## config.mk

```make
export PLATFORM = sky130hd
export DESIGN_NAME = sts_supervisor
export DESIGN_NICKNAME = d
export VERILOG_FILES = /design/src/hw/sts_pkg.sv /design/src/hw/sts_sync.sv /design/src/hw/sts_timer.sv /design/src/hw/sts_supervisor.sv
export SDC_FILE = /design/constraint.sdc
export NUM_CORES = 1
export LEC_CHECK = 0
export BUFFER_PORTS_ARGS = -buffer_cell sky130_fd_sc_hd__buf_2
export CAP_MARGIN = 20
export CORE_MARGIN = 2
export CORE_UTILIZATION = 52
export DETAILED_ROUTE_END_ITERATION = 8
export PLACE_DENSITY = 0.72
export SLEW_MARGIN = 20
export SYNTH_ARGS = -nofsm -noshare
export SYNTH_HDL_FRONTEND = slang
export SYNTH_HIERARCHICAL = 1
export SYNTH_SLANG_ARGS = --single-unit
export TNS_END_PERCENT = 20
```

## constraint.sdc

```tcl
create_clock -name clk_sys_i -period 4.4 [get_ports clk_sys_i]
set_input_delay 0.44 -clock clk_sys_i [delete_from_list [all_inputs] [get_ports clk_sys_i]]
set_output_delay 0.44 -clock clk_sys_i [all_outputs]
set_load 0.02 [all_outputs]
```

## src/hw/sts_pkg.sv

```systemverilog
// Shared constants and types of the supply and thermal supervisor.
// Assumes a single 200 MHz system clock; all times derive from it.
package sts_pkg;

  // System clock rate
  localparam int CLK_HZ = 200_000_000;

  // Documented typical times, in their own units
  localparam int SC_FILTER_MS = 4;
  localparam int COOL_DOWN_S = 1;
  localparam int RESET_DELAY_MS = 2;

  // Cycle counts derived from the times
  localparam int SC_FILTER_CYC = SC_FILTER_MS * (CLK_HZ / 1000);
  localparam int COOL_DOWN_CYC = COOL_DOWN_S * CLK_HZ;
  localparam int RESET_DELAY_CYC = RESET_DELAY_MS * (CLK_HZ / 1000);

  // Widths, counts and limits
  localparam int SEC_EN_W = 2;
  localparam int HS_COUNT = 4;
  localparam int HS_MAX = 8;
  localparam int SYNC_FIXED = 12;

  // Field codes and reset values
  localparam logic [1:0] CAN_FAIL_NONE = 2'h0;
  localparam logic [1:0] CAN_FAIL_FIRST_LEVEL_OVERTEMP_FLAG = 2'h1;
  localparam logic [SEC_EN_W-1:0] SEC_EN_RESET = 2'h0;
  localparam logic FLAG_RESET = 1'b0;

  typedef enum logic [1:0] {
    ST_RESTART,
    ST_NORMAL,
    ST_FS_SHORT,
    ST_FS_THERMAL
  } sts_mode_t;

  localparam sts_mode_t MODE_RESET = ST_RESTART;

endpackage : sts_pkg

```

## src/hw/sts_sync.sv

```systemverilog
// Two-flop synchroniser for a vector of independent levels.
// Assumes each bit is a slow level; no bus coherence across bits.
`timescale 1ns/10ps
module sts_sync #(
  parameter int W = 1
) (
  input wire logic clk_sys_i,
  input wire logic rstn_i,
  input wire logic [W-1:0] d_i,
  output logic [W-1:0] q_o
);

  generate
    if (W < 1)
    begin : g_bad_width
      $error("sts_sync: width must be at least one");
    end
    for (genvar i = 0; i < W; i++)
    begin : g_bit
      logic meta_r;
      logic q_r;
      always_ff @(posedge clk_sys_i or negedge rstn_i)
      begin
        if (!rstn_i)
        begin
          meta_r <= 1'b0;
          q_r <= 1'b0;
        end
        else
        begin
          meta_r <= d_i[i];
          q_r <= meta_r;
        end
      end
      assign q_o[i] = q_r;
    end
  endgenerate

endmodule : sts_sync

```

## src/hw/sts_timer.sv

```systemverilog
// Interval timer: done rises after LIMIT consecutive cycles of run.
// Assumes run drops to restart the interval; done is registered.
`timescale 1ns/10ps
module sts_timer #(
  parameter int LIMIT = 1
) (
  input wire logic clk_sys_i,
  input wire logic rstn_i,
  input wire logic run_i,
  output logic done_o
);

  localparam int W = $clog2(LIMIT + 1);
  localparam logic [W-1:0] LAST = W'(LIMIT - 1);

  logic [W-1:0] cnt_r;
  logic done_r;

  generate
    if (LIMIT < 1)
    begin : g_bad_limit
      $error("sts_timer: limit must be at least one");
    end
  endgenerate

  // Saturates at the last value so done holds while run stays high
  always_ff @(posedge clk_sys_i or negedge rstn_i)
  begin
    if (!rstn_i)
      cnt_r <= '0;
    else if (!run_i)
      cnt_r <= '0;
    else if (cnt_r != LAST)
      cnt_r <= cnt_r + 1'b1;
  end

  always_ff @(posedge clk_sys_i or negedge rstn_i)
  begin
    if (!rstn_i)
      done_r <= 1'b0;
    else
      done_r <= run_i && (cnt_r == LAST);
  end

  assign done_o = done_r;

endmodule : sts_timer

```

## src/hw/sts_supervisor.sv

```systemverilog
// Supply and thermal supervisor: sticky flags, stage shutdowns, modes.
// Assumes comparator levels on inputs and one-cycle clear/write strobes from the SPI side.
//
// Behaviour
// (RULE_01) Main output never rises: short, fail-safe
// (RULE_02) Main output low too long: same
// (RULE_03) Short check only with battery ok
// (RULE_04) Leave short fail-safe only on wake
// (RULE_05) No short flag during normal ramp
// (RULE_06) Sticky low flags, cleared by SPI
// (RULE_07) No secondary-low flag while switching
// (RULE_08) First thermal level switches block off
// (RULE_09) First thermal level only while on
// (RULE_10) Secondary overtemp clears enables, sets status
// (RULE_11) CAN overtemp: receive only, fail 01
// (RULE_12) High-side overtemp: all off, status set
// (RULE_13) Thermal bits clear only when cool
// (RULE_14) Prewarning only with main regulator on
// (RULE_15) Second level: cool-down, restart, normal
// (RULE_16) Second-level flag clears in normal, cool
// (RULE_17) Short filter lasts 4 ms
// (RULE_18) Cool-down lasts 1 s
// (RULE_19) Reset delay starts at threshold crossing
// (RULE_20) Inputs synchronised, intervals counted by clock
// (RULE_21) Flags readable, everything reset at power-on
`timescale 1ns/10ps
module sts_supervisor #(
  parameter int N_HS = sts_pkg::HS_COUNT,
  parameter int SC_FILTER_CYCLES = sts_pkg::SC_FILTER_CYC,
  parameter int COOL_DOWN_CYCLES = sts_pkg::COOL_DOWN_CYC,
  parameter int RESET_DELAY_CYCLES = sts_pkg::RESET_DELAY_CYC
) (
  input wire logic clk_sys_i,
  input wire logic rstn_i,
  input wire logic main_above_rt_i,
  input wire logic vs_above_uv_i,
  input wire logic sec_output_low_i,
  input wire logic transceiver_supply_low_i,
  input wire logic sec_switching_i,
  input wire logic sec_overtemp_i,
  input wire logic can_overtemp_i,
  input wire logic [N_HS-1:0] hs_overtemp_i,
  input wire logic prewarn_temp_i,
  input wire logic second_level_temp_i,
  input wire logic wake_can_i,
  input wire logic wake_inputs_i,
  input wire logic can_stage_on_i,
  input wire logic sec_enable_we_i,
  input wire logic [sts_pkg::SEC_EN_W-1:0] sec_enable_data_i,
  input wire logic hs_control_we_i,
  input wire logic [N_HS-1:0] hs_control_data_i,
  input wire logic clr_short_i,
  input wire logic clr_failure_i,
  input wire logic clr_sec_low_i,
  input wire logic clr_transceiver_low_i,
  input wire logic clr_first_level_i,
  input wire logic clr_sec_overtemp_i,
  input wire logic clr_can_fail_i,
  input wire logic clr_hs_fault_i,
  input wire logic clr_prewarning_i,
  input wire logic clr_second_level_i,
  output logic main_reg_en_o,
  output logic reset_output_n_o,
  output logic fail_outputs_o,
  output logic failure_flag_o,
  output logic [1:0] mode_o,
  output logic main_output_short_flag_o,
  output logic secondary_output_low_flag_o,
  output logic transceiver_supply_low_flag_o,
  output logic first_level_overtemp_flag_o,
  output logic second_level_overtemp_flag_o,
  output logic temperature_prewarning_flag_o,
  output logic [sts_pkg::SEC_EN_W-1:0] secondary_output_enable_bits_o,
  output logic secondary_output_overtemp_status_o,
  output logic [N_HS-1:0] high_side_control_o,
  output logic [N_HS-1:0] high_side_fault_status_o,
  output logic can_tx_en_o,
  output logic [1:0] can_fail_o
);

  localparam int NSYNC = sts_pkg::SYNC_FIXED + N_HS;

  generate
    if (N_HS < 1 || N_HS > sts_pkg::HS_MAX)
    begin : g_bad_hs
      $error("sts_supervisor: high-side count out of range");
    end
  endgenerate

  // Set wins over clear, so an event in the clear cycle survives
  function automatic logic sticky(input logic cur, input logic set, input logic clr);
    sticky = set | (cur & ~clr);
  endfunction : sticky

  logic [NSYNC-1:0] raw_in;
  logic [NSYNC-1:0] syn;
  logic main_above_s, vs_ok_s, sec_low_s, can_low_s, sec_sw_s, ot_sec_s, ot_can_s;
  logic prewarn_s, second_level_overtemp_flag_s, wake_can_s, wake_hv_s, can_on_s;
  logic [N_HS-1:0] ot_hs_s;

  // (RULE_20) synchronise all comparators
  assign raw_in = {hs_overtemp_i, can_stage_on_i, wake_inputs_i, wake_can_i, second_level_temp_i,
                   prewarn_temp_i, can_overtemp_i, sec_overtemp_i, sec_switching_i, transceiver_supply_low_i,
                   sec_output_low_i, vs_above_uv_i, main_above_rt_i};

  sts_sync #(.W(NSYNC)) u_sync (
    .clk_sys_i(clk_sys_i),
    .rstn_i(rstn_i),
    .d_i(raw_in),
    .q_o(syn)
  );

  assign main_above_s = syn[0];
  assign vs_ok_s = syn[1];
  assign sec_low_s = syn[2];
  assign can_low_s = syn[3];
  assign sec_sw_s = syn[4];
  assign ot_sec_s = syn[5];
  assign ot_can_s = syn[6];
  assign prewarn_s = syn[7];
  assign second_level_overtemp_flag_s = syn[8];
  assign wake_can_s = syn[9];
  assign wake_hv_s = syn[10];
  assign can_on_s = syn[11];
  assign ot_hs_s = syn[NSYNC-1:sts_pkg::SYNC_FIXED];

  sts_pkg::sts_mode_t mode_r, mode_nxt;
  logic main_reg_en_r, rst_n_r, fail_out_r, failure_r, short_r;
  logic sec_low_r, can_low_r, first_level_overtemp_flag_r, second_level_overtemp_flag_r, tpw_r, sec_ot_r, can_tx_r;
  logic [sts_pkg::SEC_EN_W-1:0] sec_en_r;
  logic [N_HS-1:0] hs_ctrl_r, hs_fault_r;
  logic [1:0] can_fail_r;
  logic sc_run, sc_done, cool_run, cool_done, rd_run, rd_done;
  logic second_level_overtemp_flag_evt, sec_first_level_overtemp_flag, can_first_level_overtemp_flag, hs_first_level_overtemp_flag, first_level_overtemp_flag_hot;

  // (RULE_03) short check gated by battery level
  // (RULE_05) ramp shorter than the filter sets nothing
  assign sc_run = main_reg_en_r && vs_ok_s && !main_above_s;
  assign cool_run = (mode_r == sts_pkg::ST_FS_THERMAL);
  // (RULE_19) reset delay counts from threshold crossing
  assign rd_run = (mode_r == sts_pkg::ST_RESTART) && main_above_s;

  // (RULE_17) short filter interval
  sts_timer #(.LIMIT(SC_FILTER_CYCLES)) u_sc_timer (
    .clk_sys_i(clk_sys_i),
    .rstn_i(rstn_i),
    .run_i(sc_run),
    .done_o(sc_done)
  );

  // (RULE_18) cool-down interval
  sts_timer #(.LIMIT(COOL_DOWN_CYCLES)) u_cool_timer (
    .clk_sys_i(clk_sys_i),
    .rstn_i(rstn_i),
    .run_i(cool_run),
    .done_o(cool_done)
  );

  sts_timer #(.LIMIT(RESET_DELAY_CYCLES)) u_rd_timer (
    .clk_sys_i(clk_sys_i),
    .rstn_i(rstn_i),
    .run_i(rd_run),
    .done_o(rd_done)
  );

  // (RULE_16) second level watched only with main regulator on
  assign second_level_overtemp_flag_evt = second_level_overtemp_flag_s && main_reg_en_r;
  // (RULE_09) first level evaluated only for blocks that are on
  assign sec_first_level_overtemp_flag = ot_sec_s && (|sec_en_r);
  assign can_first_level_overtemp_flag = ot_can_s && can_on_s;
  assign hs_first_level_overtemp_flag = |(ot_hs_s & hs_ctrl_r);
  assign first_level_overtemp_flag_hot = ot_sec_s || ot_can_s || (|ot_hs_s);

  always_comb
  begin
    mode_nxt = mode_r;
    unique case (mode_r)
      sts_pkg::ST_RESTART, sts_pkg::ST_NORMAL:
      begin
        // (RULE_01) short during start-up
        // (RULE_02) short during operation
        if (sc_done)
          mode_nxt = sts_pkg::ST_FS_SHORT;
        // (RULE_15) second level enters fail-safe
        else if (second_level_overtemp_flag_evt)
          mode_nxt = sts_pkg::ST_FS_THERMAL;
        else if (mode_r == sts_pkg::ST_RESTART && rd_done)
          mode_nxt = sts_pkg::ST_NORMAL;
        else if (mode_r == sts_pkg::ST_NORMAL && !main_above_s)
          mode_nxt = sts_pkg::ST_RESTART;
      end
      sts_pkg::ST_FS_SHORT:
      begin
        // (RULE_04) only a wake reactivates
        if (wake_can_s || wake_hv_s)
          mode_nxt = sts_pkg::ST_RESTART;
      end
      sts_pkg::ST_FS_THERMAL:
      begin
        if (cool_done)
          mode_nxt = sts_pkg::ST_RESTART;
      end
    endcase
  end

  // (RULE_21) power-on reset of mode state
  always_ff @(posedge clk_sys_i or negedge rstn_i)
  begin
    if (!rstn_i)
    begin
      mode_r <= sts_pkg::MODE_RESET;
      main_reg_en_r <= 1'b1;
      rst_n_r <= 1'b0;
    end
    else
    begin
      mode_r <= mode_nxt;
      main_reg_en_r <= (mode_nxt == sts_pkg::ST_RESTART) || (mode_nxt == sts_pkg::ST_NORMAL);
      rst_n_r <= (mode_nxt == sts_pkg::ST_NORMAL);
    end
  end

  // (RULE_01) short flag, failure flag and fail outputs
  always_ff @(posedge clk_sys_i or negedge rstn_i)
  begin
    if (!rstn_i)
    begin
      short_r <= sts_pkg::FLAG_RESET;
      failure_r <= sts_pkg::FLAG_RESET;
      fail_out_r <= sts_pkg::FLAG_RESET;
    end
    else
    begin
      short_r <= sticky(short_r, mode_nxt == sts_pkg::ST_FS_SHORT && mode_r != sts_pkg::ST_FS_SHORT, clr_short_i);
      failure_r <= sticky(failure_r, mode_nxt == sts_pkg::ST_FS_SHORT, clr_failure_i);
      fail_out_r <= sticky(fail_out_r, mode_nxt == sts_pkg::ST_FS_SHORT || mode_nxt == sts_pkg::ST_FS_THERMAL,
                           clr_failure_i && mode_r == sts_pkg::ST_NORMAL);
    end
  end

  // (RULE_06) sticky undervoltage flags
  always_ff @(posedge clk_sys_i or negedge rstn_i)
  begin
    if (!rstn_i)
    begin
      sec_low_r <= sts_pkg::FLAG_RESET;
      can_low_r <= sts_pkg::FLAG_RESET;
    end
    else
    begin
      // (RULE_07) suppressed while regulator switches
      sec_low_r <= sticky(sec_low_r, sec_low_s && (|sec_en_r) && !sec_sw_s, clr_sec_low_i);
      can_low_r <= sticky(can_low_r, can_low_s, clr_transceiver_low_i);
    end
  end

  // (RULE_08) first level switches blocks off
  // (RULE_10) secondary enables cleared until rewritten
  // (RULE_12) all high-side controls cleared
  always_ff @(posedge clk_sys_i or negedge rstn_i)
  begin
    if (!rstn_i)
    begin
      sec_en_r <= sts_pkg::SEC_EN_RESET;
      hs_ctrl_r <= '0;
    end
    else
    begin
      if (sec_first_level_overtemp_flag)
        sec_en_r <= '0;
      else if (sec_enable_we_i)
        sec_en_r <= sec_enable_data_i;
      if (hs_first_level_overtemp_flag)
        hs_ctrl_r <= '0;
      else if (hs_control_we_i)
        hs_ctrl_r <= hs_control_data_i;
    end
  end

  // (RULE_13) thermal bits clear only when cool
  always_ff @(posedge clk_sys_i or negedge rstn_i)
  begin
    if (!rstn_i)
    begin
      first_level_overtemp_flag_r <= sts_pkg::FLAG_RESET;
      sec_ot_r <= sts_pkg::FLAG_RESET;
      hs_fault_r <= '0;
      can_fail_r <= sts_pkg::CAN_FAIL_NONE;
      can_tx_r <= 1'b1;
    end
    else
    begin
      first_level_overtemp_flag_r <= sticky(first_level_overtemp_flag_r, sec_first_level_overtemp_flag || can_first_level_overtemp_flag || hs_first_level_overtemp_flag, clr_first_level_i && !first_level_overtemp_flag_hot);
      sec_ot_r <= sticky(sec_ot_r, sec_first_level_overtemp_flag, clr_sec_overtemp_i && !ot_sec_s);
      hs_fault_r <= (ot_hs_s & hs_ctrl_r) | (hs_fault_r & ~({N_HS{clr_hs_fault_i}} & ~ot_hs_s));
      // (RULE_11) receive only, failure code, automatic recovery
      can_tx_r <= !can_first_level_overtemp_flag;
      if (can_first_level_overtemp_flag)
        can_fail_r <= sts_pkg::CAN_FAIL_FIRST_LEVEL_OVERTEMP_FLAG;
      else if (clr_can_fail_i && !ot_can_s)
        can_fail_r <= sts_pkg::CAN_FAIL_NONE;
    end
  end

  // (RULE_14) prewarning with regulator on
  // (RULE_16) second-level flag clears in normal mode
  always_ff @(posedge clk_sys_i or negedge rstn_i)
  begin
    if (!rstn_i)
    begin
      tpw_r <= sts_pkg::FLAG_RESET;
      second_level_overtemp_flag_r <= sts_pkg::FLAG_RESET;
    end
    else
    begin
      tpw_r <= sticky(tpw_r, prewarn_s && main_reg_en_r, clr_prewarning_i && !prewarn_s);
      second_level_overtemp_flag_r <= sticky(second_level_overtemp_flag_r, second_level_overtemp_flag_evt, clr_second_level_i && !second_level_overtemp_flag_s && mode_r == sts_pkg::ST_NORMAL);
    end
  end

  // (RULE_21) flags presented as status
  assign main_reg_en_o = main_reg_en_r;
  assign reset_output_n_o = rst_n_r;
  assign fail_outputs_o = fail_out_r;
  assign failure_flag_o = failure_r;
  assign mode_o = mode_r;
  assign main_output_short_flag_o = short_r;
  assign secondary_output_low_flag_o = sec_low_r;
  assign transceiver_supply_low_flag_o = can_low_r;
  assign first_level_overtemp_flag_o = first_level_overtemp_flag_r;
  assign second_level_overtemp_flag_o = second_level_overtemp_flag_r;
  assign temperature_prewarning_flag_o = tpw_r;
  assign secondary_output_enable_bits_o = sec_en_r;
  assign secondary_output_overtemp_status_o = sec_ot_r;
  assign high_side_control_o = hs_ctrl_r;
  assign high_side_fault_status_o = hs_fault_r;
  assign can_tx_en_o = can_tx_r;
  assign can_fail_o = can_fail_r;
endmodule : sts_supervisor

```

==> key figures, run 1 <==
Clock network
  • Worst-path clk slew: 0.06 ns
  • CTS tree: done
  • TritonCTS buffer count: 17
  • Worst-case clock buffer depth: 2
  • Clk root buf: clkbuf_8
  • CTS H-tree depth: 4
  • Clk_lat worst skew: 0.52 ns
  • CTS Sinks: approximately 130

Floorplanning
  • Die ar.: approximately 12000 µm²
  • Core area: 10900 µm²
  • Initial Utilization: 53.7%
  • Top Ports: 62
  • # rows: 38
  • Die Y: 110 µm
  • Die W: approximately 110 µm

Placement
  • DP Area: 6150 µm²
  • DP HPWL: 8240 µm
  • Setup Slack @ Placement: 2.11 ns
  • IO Port Bufs: 60
  • DP Cell Count: 729
  • Routability cong.: slightly below 0.9

Synth
  • Post-Syn Instances: 559
  • Ys Warns: 6
  • Synth unique cells: a little under 70
  • Largest area contributor in the netlist: dfrtp_1
  • Number of synthesized flops with an enable pin: 0
  • Mapped Area: 5840 µm²
  • Share of the synthesized area in the top cell type: roughly 54%
  • Sequential share of the synthesized area: 54.4%
  • Top FF cell, synth: dfrtp_1
  • FFs w/ async S/R, synth: 100%
  • Synth top area cells: dfrtp_1, o21ai_0, mux2i_1
  • Post-synth net total: roughly 600
  • Flops & latches, synth: 127
  • Post-Syn Area per Cell: 10.5 µm²

Pwr
  • Peak supply drop: around 0.00027 V
  • PD cells: around 450 nW/µm²
  • Power Total: 3.04 mW
  • Pleak: 2.85 nW

Critical path
  • CP required: 4.84 ns
  • Endpoint class of the critical path: register
  • Crit Path Class: register to register
  • Worst reg-to-reg setup slack: 2.11 ns
  • Worst setup SP type: register
  • R2R cell count: 5
  • Critical R2R Capture: u_sc_timer/cnt_r[12]$_DFFE_PN0P_
  • Setup crit end: u_sc_timer/cnt_r[12]$_DFFE_PN0P_
  • Critical path launch point: main_reg_en_o$_DFF_PN1_
  • R2r startpoint: main_reg_en_o$_DFF_PN1_
  • Worst-path fanout max: 15
  • Arrival time worst endpoint: 2.74 ns

STA
  • Hold Vio Cnt, Final: 0
  • Tcrit/Tclk final: roughly 52%
  • RSZ-0062 raised after global routing: no
  • Final setup TNS: 0 ns
  • Worst slew margin: 44.4%
  • Final setup vio count: 0
  • Clock Skews: 0.00703 ns
  • Final Max Tran Viols: 0
  • Worst slew pin tran: 0.833 ns
  • WHS: between 0.015 and 0.02 ns
  • Min Tclk post-route: 2.29 ns
  • Max Clk Rate: about 440 MHz
  • Setup WS post-layout: 2.11 ns

Detailed routing
  • Drt pass-1 iters: 5
  • Vias per inst: 5.89
  • Vias: roughly 4500
  • DR iter-0 viols: 272
  • Total length of routed wires: 12000 µm
  • Detail Route Antenna Nets: 0
  • Residual DRC: 0
  • Drt wl/cell: 15.7 µm

Finish
  • ANT cells: 0
  • Multi-input gate area: 2370 µm²
  • Layout cells sized above 1: ~18%
  • Fin util: between 60% and 70%
  • Storage cell area: 3180 µm²
  • Nets: 655
  • Non-Filler Instances: 767
  • Number of fill cells: 861
  • Layout area overhead: 15.9%
  • Post-layout instance area: 6770 µm²

Status
  • Status: finished clean

Global route
  • Total track usage: a little over a fifth
  • Initial antenna violation count: 0
  • Largest net degree at the start of global routing: 67
  • Grt ovf: 0
  • Vias in the first global route: 4323
  • First-pass GRT wire length: 20100 µm

Hold path
  • Hold Crit Class: primary input to async pin

Run
  • MaxCap Viol Count: 0
[state kept, by name (all words and copies together) (netlist names), 2 cells and up]
register,cells
u_cool_timer/cnt_r,28
u_sc_timer/cnt_r,20
u_rd_timer/cnt_r,19
u_sync/g_bit.meta_r,16
u_sync/g_bit.q_r,16
high_side_control_o,4
high_side_fault_status_o,4
mode_o,2
secondary_output_enable_bits_o,2
[cell usage in the layout, fill, tap and decap left out, types with 5 or more instances in the layout]
cell / count
dfrtp_1: 125
buf_2: 59
nand2_1: 42
nor2_1: 35
o21ai_0: 34
a21oi_1: 30
nand3_1: 26
inv_1: 25
nand4_1: 21
mux2i_1: 16
clkbuf_16: 16
or3_1: 15
or4_1: 13
nand2b_1: 11
o31ai_1: 11
a31oi_1: 10
xnor2_1: 9
nor4_1: 9
dlygate4sd3_1: 7
nor3_1: 7
and4_1: 6
and3_1: 6
and2_1: 5
or4b_1: 5
clkinv_2: 5
[worst max-delay path, stage by stage (launching register included)]
cell and delay (ns):
dfstp_2 0.58, nand2_1 0.06, nor2_1 0.60, inv_1 0.45, nor4_1 0.36, o21bai_1 0.15
[worst min path at each step]
| stage | end | from | depth (start not counted) | slack (ns) |
|---|---|---|---|---|
| 2_1_floorplan | can_fail_o[0]$_DFFE_PN0P_ | rstn_i | 0 | 0.14 |
| 3_3_place_gp | u_sync/g_bit[4].q_r$_DFF_PN0_ | u_sync/g_bit[4].meta_r$_DFF_PN0_ | 0 | 0.33 |
| 3_5_place_dp | u_sync/g_bit[15].q_r$_DFF_PN0_ | u_sync/g_bit[15].meta_r$_DFF_PN0_ | 0 | 0.34 |
| 4_1_cts | u_sync/g_bit[1].meta_r$_DFF_PN0_ | vs_above_uv_i | 1 | 0.00007 |
| 5_1_grt | u_sync/g_bit[3].meta_r$_DFF_PN0_ | transceiver_supply_low_i | 1 | 0.0005 |
| 6_report | u_rd_timer/cnt_r[2]$_DFFE_PN0P_ | rstn_i | 1 | 0.02 |
[where the power goes]
group,switching [mW],internal [mW]
combinational,0.266,0.129
clock,0.464,0.842
sequential,0.0821,1.25
[metal layers]
layer	share of wire, %	track usage (%)	vias to the layer above	routed length, µm
li1	-	-	2137	-
met1	44	27.4	2243	5290
met2	49	35.1	124	5940
met3	5.2	6.58	10	622
met4	1.2	8.59	0	149
met5	0	0	-	0
[layout make-up]
type | count | area share (%)
sequential | 127 | 47.0
timing repair buffer | 69 | 5.73
inverter | 26 | 1.44
clock inverter | 7 | 1.26
clock buffer | 24 | 6.95
tap | 140 | 2.59
multi-input combinational | 374 | 35.1
[kinds of logic (layout without fill, tap and decap cells)]
kind of cell | count (synthesis) | in the layout | share of synthesized area (%)
compound gates | 112 | 112 | 11.9
xor+xnor | 13 | 13 | 1.95
fa+ha+maj | 4 | 4 | 0.857
buf+inv | 58 | 126 | 4.90
flops | 127 | 127 | 54.4
mux | 17 | 17 | 2.93
other cells | 1 | 1 | 0.0642
simple gates | 227 | 227 | 23.0
[synth_stat cells (3+ instances only)]
cell and n:
or3_1 15, and4_1 6, ha_1 4, buf_2 4, dfrtp_1 125, nand2_1 42
a22oi_1 3, nor3_1 7, nand2b_1 11, nor4_1 9, o21bai_1 3, nand3_1 26
a21oi_1 30, buf_4 17, mux2i_1 16, nand4_1 21, nor2_1 35, a31oi_1 10
xnor2_1 9, inv_1 25, xor2_1 4, a211oi_1 3, or4_1 13, o21ai_0 34
o31ai_1 11, and3_1 6, and2_1 5, or4b_1 5, clkbuf_1 10
[what timing repair did]
action / in CTS / in global routing
hold endpoints to repair: 5 / 2
setup buffers: 0 / 0
hold buffers: 5 / 2
resized for setup: 0 / 0
Power figures use the tool's default switching activity.
==> run 2: changes to the inputs <==
--- a/config.mk
+++ b/config.mk
@@ -5,12 +5,13 @@
 export SDC_FILE = /design/constraint.sdc
 export NUM_CORES = 1
 export LEC_CHECK = 0
+export ABC_AREA = 1
 export BUFFER_PORTS_ARGS = -buffer_cell sky130_fd_sc_hd__buf_2
 export CAP_MARGIN = 20
 export CORE_MARGIN = 2
 export CORE_UTILIZATION = 52
 export DETAILED_ROUTE_END_ITERATION = 8
-export PLACE_DENSITY = 0.72
+export PLACE_DENSITY = 0.74
 export SLEW_MARGIN = 20
 export SYNTH_ARGS = -nofsm -noshare
 export SYNTH_HDL_FRONTEND = slang
==> constraint.sdc (replaced) <==
create_clock -name clk_sys_i -period 2.1 [get_ports clk_sys_i]
set_input_delay 0.21 -clock clk_sys_i [delete_from_list [all_inputs] [get_ports clk_sys_i]]
set_output_delay 0.21 -clock clk_sys_i [all_outputs]
set_load 0.02 [all_outputs]
==> key figures, run 2 <==
Status
  • Status: finished clean

Critical path
  • Arrival time worst endpoint: 1.89 ns (-0.85 ns)
  • CP Cell Sequence: nand2_1 -> clkinv_2 -> inv_1 -> nor2_1 -> nand3_1 -> nor2_1 -> and2_1
  • CP required: 2.40 ns (-2.44 ns)
  • Crit Path Class: register to register
  • Worst setup SP type: register
  • R2R cell count: 7 (+2)
  • Crit-path leading delay family: buffers and inverters
  • CP peak stage delay: 0.45 ns (-0.15 ns)
  • WP buf/inv: 2 (+1)
  • CP Depth: 7 (+2)
  • Endpoint class of the critical path: register
  • Most used cell, CP: nor2_1
  • Worst-path fanout max: 15 (unchanged)
  • Slowest cell on crit path: dfrtp_1

Synth
  • Flops & latches, synth: 127 (unchanged)
  • Sequential share of the synthesized area: 49.4% (-5.0 points)
  • Share of the synthesized area in the top cell type: 48.6% (-5.0 points)
  • FFs w/ async S/R, synth: 100% (unchanged)
  • Top cells by count, synth: nand2_1, nor2_1, dfrtp_1, inv_1, nand3_1
  • Synth unique cells: 41 (-40%)
  • Mapped Area: 6440 µm² (+10%)
  • Most common cell in the netlist: nand2_1
  • Post-Syn Instances: 824 (+47%)
  • Top FF cell, synth: dfrtp_1
  • Synth top area cells: dfrtp_1, nand2_1, nor2_1
  • Ys Warns: 6 (unchanged)
  • Largest area contributor in the netlist: dfrtp_1
  • Post-Syn Area per Cell: 7.81 µm² (-25%)
  • Number of synthesized flops with an enable pin: 0 (unchanged)
  • Post-synth net total: 864 (+44%)

STA
  • Final setup TNS: 0 ns (unchanged)
  • Max Clk Rate: 632 MHz (+45%)
  • Final Max Tran Viols: 0 (unchanged)
  • RSZ-0062 raised after global routing: no
  • Final setup vio count: 0 (unchanged)
  • Tcrit/Tclk final: 75.4% (+23 points)
  • Hold Vio Cnt, Final: 0 (unchanged)
  • Min Tclk post-route: 1.58 ns (-0.712 ns)
  • Clock Skews: 0.00805 ns (+0.00102 ns)
  • WHS: 0.0401 ns (+0.0231 ns)
  • Setup WS post-layout: 0.517 ns (-1.59 ns)

Clock network
  • CTS tree: done
  • Worst-case clock buffer depth: 2 (unchanged)
  • TritonCTS buffer count: 17 (unchanged)
  • Post-CTS setup buffer count: 0 (unchanged)
  • CTS H-tree depth: 4 (unchanged)
  • Clk root buf: clkbuf_16
  • Clk_lat worst skew: 0.41 ns (-0.11 ns)
  • Post-CTS Resized: 0 (unchanged)
  • CTS Sinks: 127 (unchanged)
  • Hold-fix buffers at CTS: 20 (+15)
  • Worst-path clk slew: 0.06 ns (about the same)

Global route
  • Initial antenna violation count: 0 (unchanged)
  • Vias in the first global route: 4908 (+14%)
  • First-pass GRT wire length: 22700 µm (+13%)
  • Total track usage: 22.1% (+0.36 points)
  • Grt ovf: 0 (unchanged)
  • Largest net degree at the start of global routing: 75 (+12%)

Finish
  • Commonest non-fill, non-tap cell in the layout: nand2_1
  • Layout area overhead: 18.0%
  • Post-layout instance area: 7590 µm² (+12%)
  • Storage cell area: 3180 µm² (unchanged)
  • Number of fill cells: 1054 (+22%)
  • Largest register by flop count: u_cool_timer/cnt_r
  • Layout cells sized above 1: 17.0% (-0.99 points)
  • ANT cells: 0 (unchanged)
  • Nets: 944 (+44%)
  • Multi-input gate area: 2730 µm² (+15%)
  • Non-Filler Instances: 1084 (+41%)
  • Fin util: 63.0% (+0.77 points)
  • Top flop regs: u_cool_timer/cnt_r x28, u_sc_timer/cnt_r x20, u_rd_timer/cnt_r x19
  • Most frequent cells in the layout: nand2_1, nor2_1, dfrtp_1
  • Max reg flops: 28 (unchanged)

Floorplanning
  • Die ar.: 13300 µm² (+9.8%)
  • Top Ports: 62 (unchanged)
  • Initial Utilization: 53.4% (-0.28 points)
  • Die W: 115 µm (+4.8%)
  • # rows: 40 (+5.3%)
  • Core area: 12100 µm² (+11%)
  • Die Y: 115 µm (+4.8%)

Run
  • MaxCap Viol Count: 0 (unchanged)

Detailed routing
  • Total length of routed wires: 13500 µm (+12%)
  • Drt wl/cell: 12.4 µm (-21%)
  • DR iter-0 viols: 402 (+48%)
  • Vias per inst: 4.92 (-16%)
  • Drt pass-1 iters: 6 (+1)
  • Vias: 5328 (+18%)
  • Detail Route Antenna Nets: 0 (unchanged)
  • Residual DRC: 0 (unchanged)

Pwr
  • Pleak: 3.61 nW (+26%)
  • Power Total: 6.57 mW (+120%)
  • Peak supply drop: 0.000626 V (+130%)
  • PD cells: 864 nW/µm² (+93%)

Placement
  • DP Area: 6840 µm² (+11%)
  • DP HPWL: 9560 µm (+16%)
  • Setup Slack @ Placement: 0.539 ns (-1.58 ns)
  • IO Port Bufs: 60 (unchanged)
  • DP Cell Count: 1033 (+42%)
  • Routability cong.: 0.913 (+2.8%)

Hold path
  • Worst Hold Depth: 4
  • Hold Crit Class: primary input to register
==> run 2: cell type report <==
class,instances,area share [%]
Sequential cell,127,41.9
Multi-Input combinational cell,577,36.0
Timing Repair Buffer,85,7.28
Clock buffer,19,5.83
Inverter,96,4.79
Tap cell,168,2.77
Clock inverter,12,1.48
==> run 2: cells by family (layout without fill, tap and decap cells) <==
group           after synthesis  in the layout  share of synthesized area, %
simple gates                513            513                          36.1
fa+ha+maj                     4              4                         0.777
flops                       127            127                          49.4
xor+xnor                     11             11                          1.50
compound gates               48             48                          3.96
buf+inv                     120            212                          8.16
other cells                   1              1                        0.0583
==> run 2: tightest hold or removal path, cell delays in order <==
cell     delay [ns]
buf_2          0.08
inv_1          0.03
nand2_1        0.05
nand2_1        0.04
==> run 2: where the power goes <==
part,internal [mW],leakage (nW),total (mW),switching [mW]
clock network,1.66,0.270,2.72,1.06
registers,2.64,1.65,2.79,0.146
logic,0.332,1.69,1.06,0.728
total,4.63,3.61,6.57,1.93
==> run 2: path summary, 6_finish.rpt <==
| kind | start | endpoint | slack (ns) |
|---|---|---|---|
| min in group asynchronous | rstn_i | high_side_fault_status_o[2]$_DFF_PN0_ | 0.25 |
| worst min-delay path | clr_short_i | main_output_short_flag_o$_DFF_PN0_ | 0.04 |
| worst max register to register | mode_o[1]$_DFF_PN0_ | u_cool_timer/done_o$_DFF_PN0_ | 0.52 |
| worst max-delay path | mode_o[1]$_DFF_PN0_ | u_cool_timer/done_o$_DFF_PN0_ | 0.52 |
| max in group asynchronous | rstn_i | main_reg_en_o$_DFF_PN1_ | 1.14 |
| worst min register to register | u_sync/g_bit[1].meta_r$_DFF_PN0_ | u_sync/g_bit[1].q_r$_DFF_PN0_ | 0.34 |
==> run 2: routing by layer <==
metal,track usage [%],share of wire [%]
met1,30.2,48
met3,5.17,4.4
met5,0,0
met4,7.31,1.0
met2,35.0,47
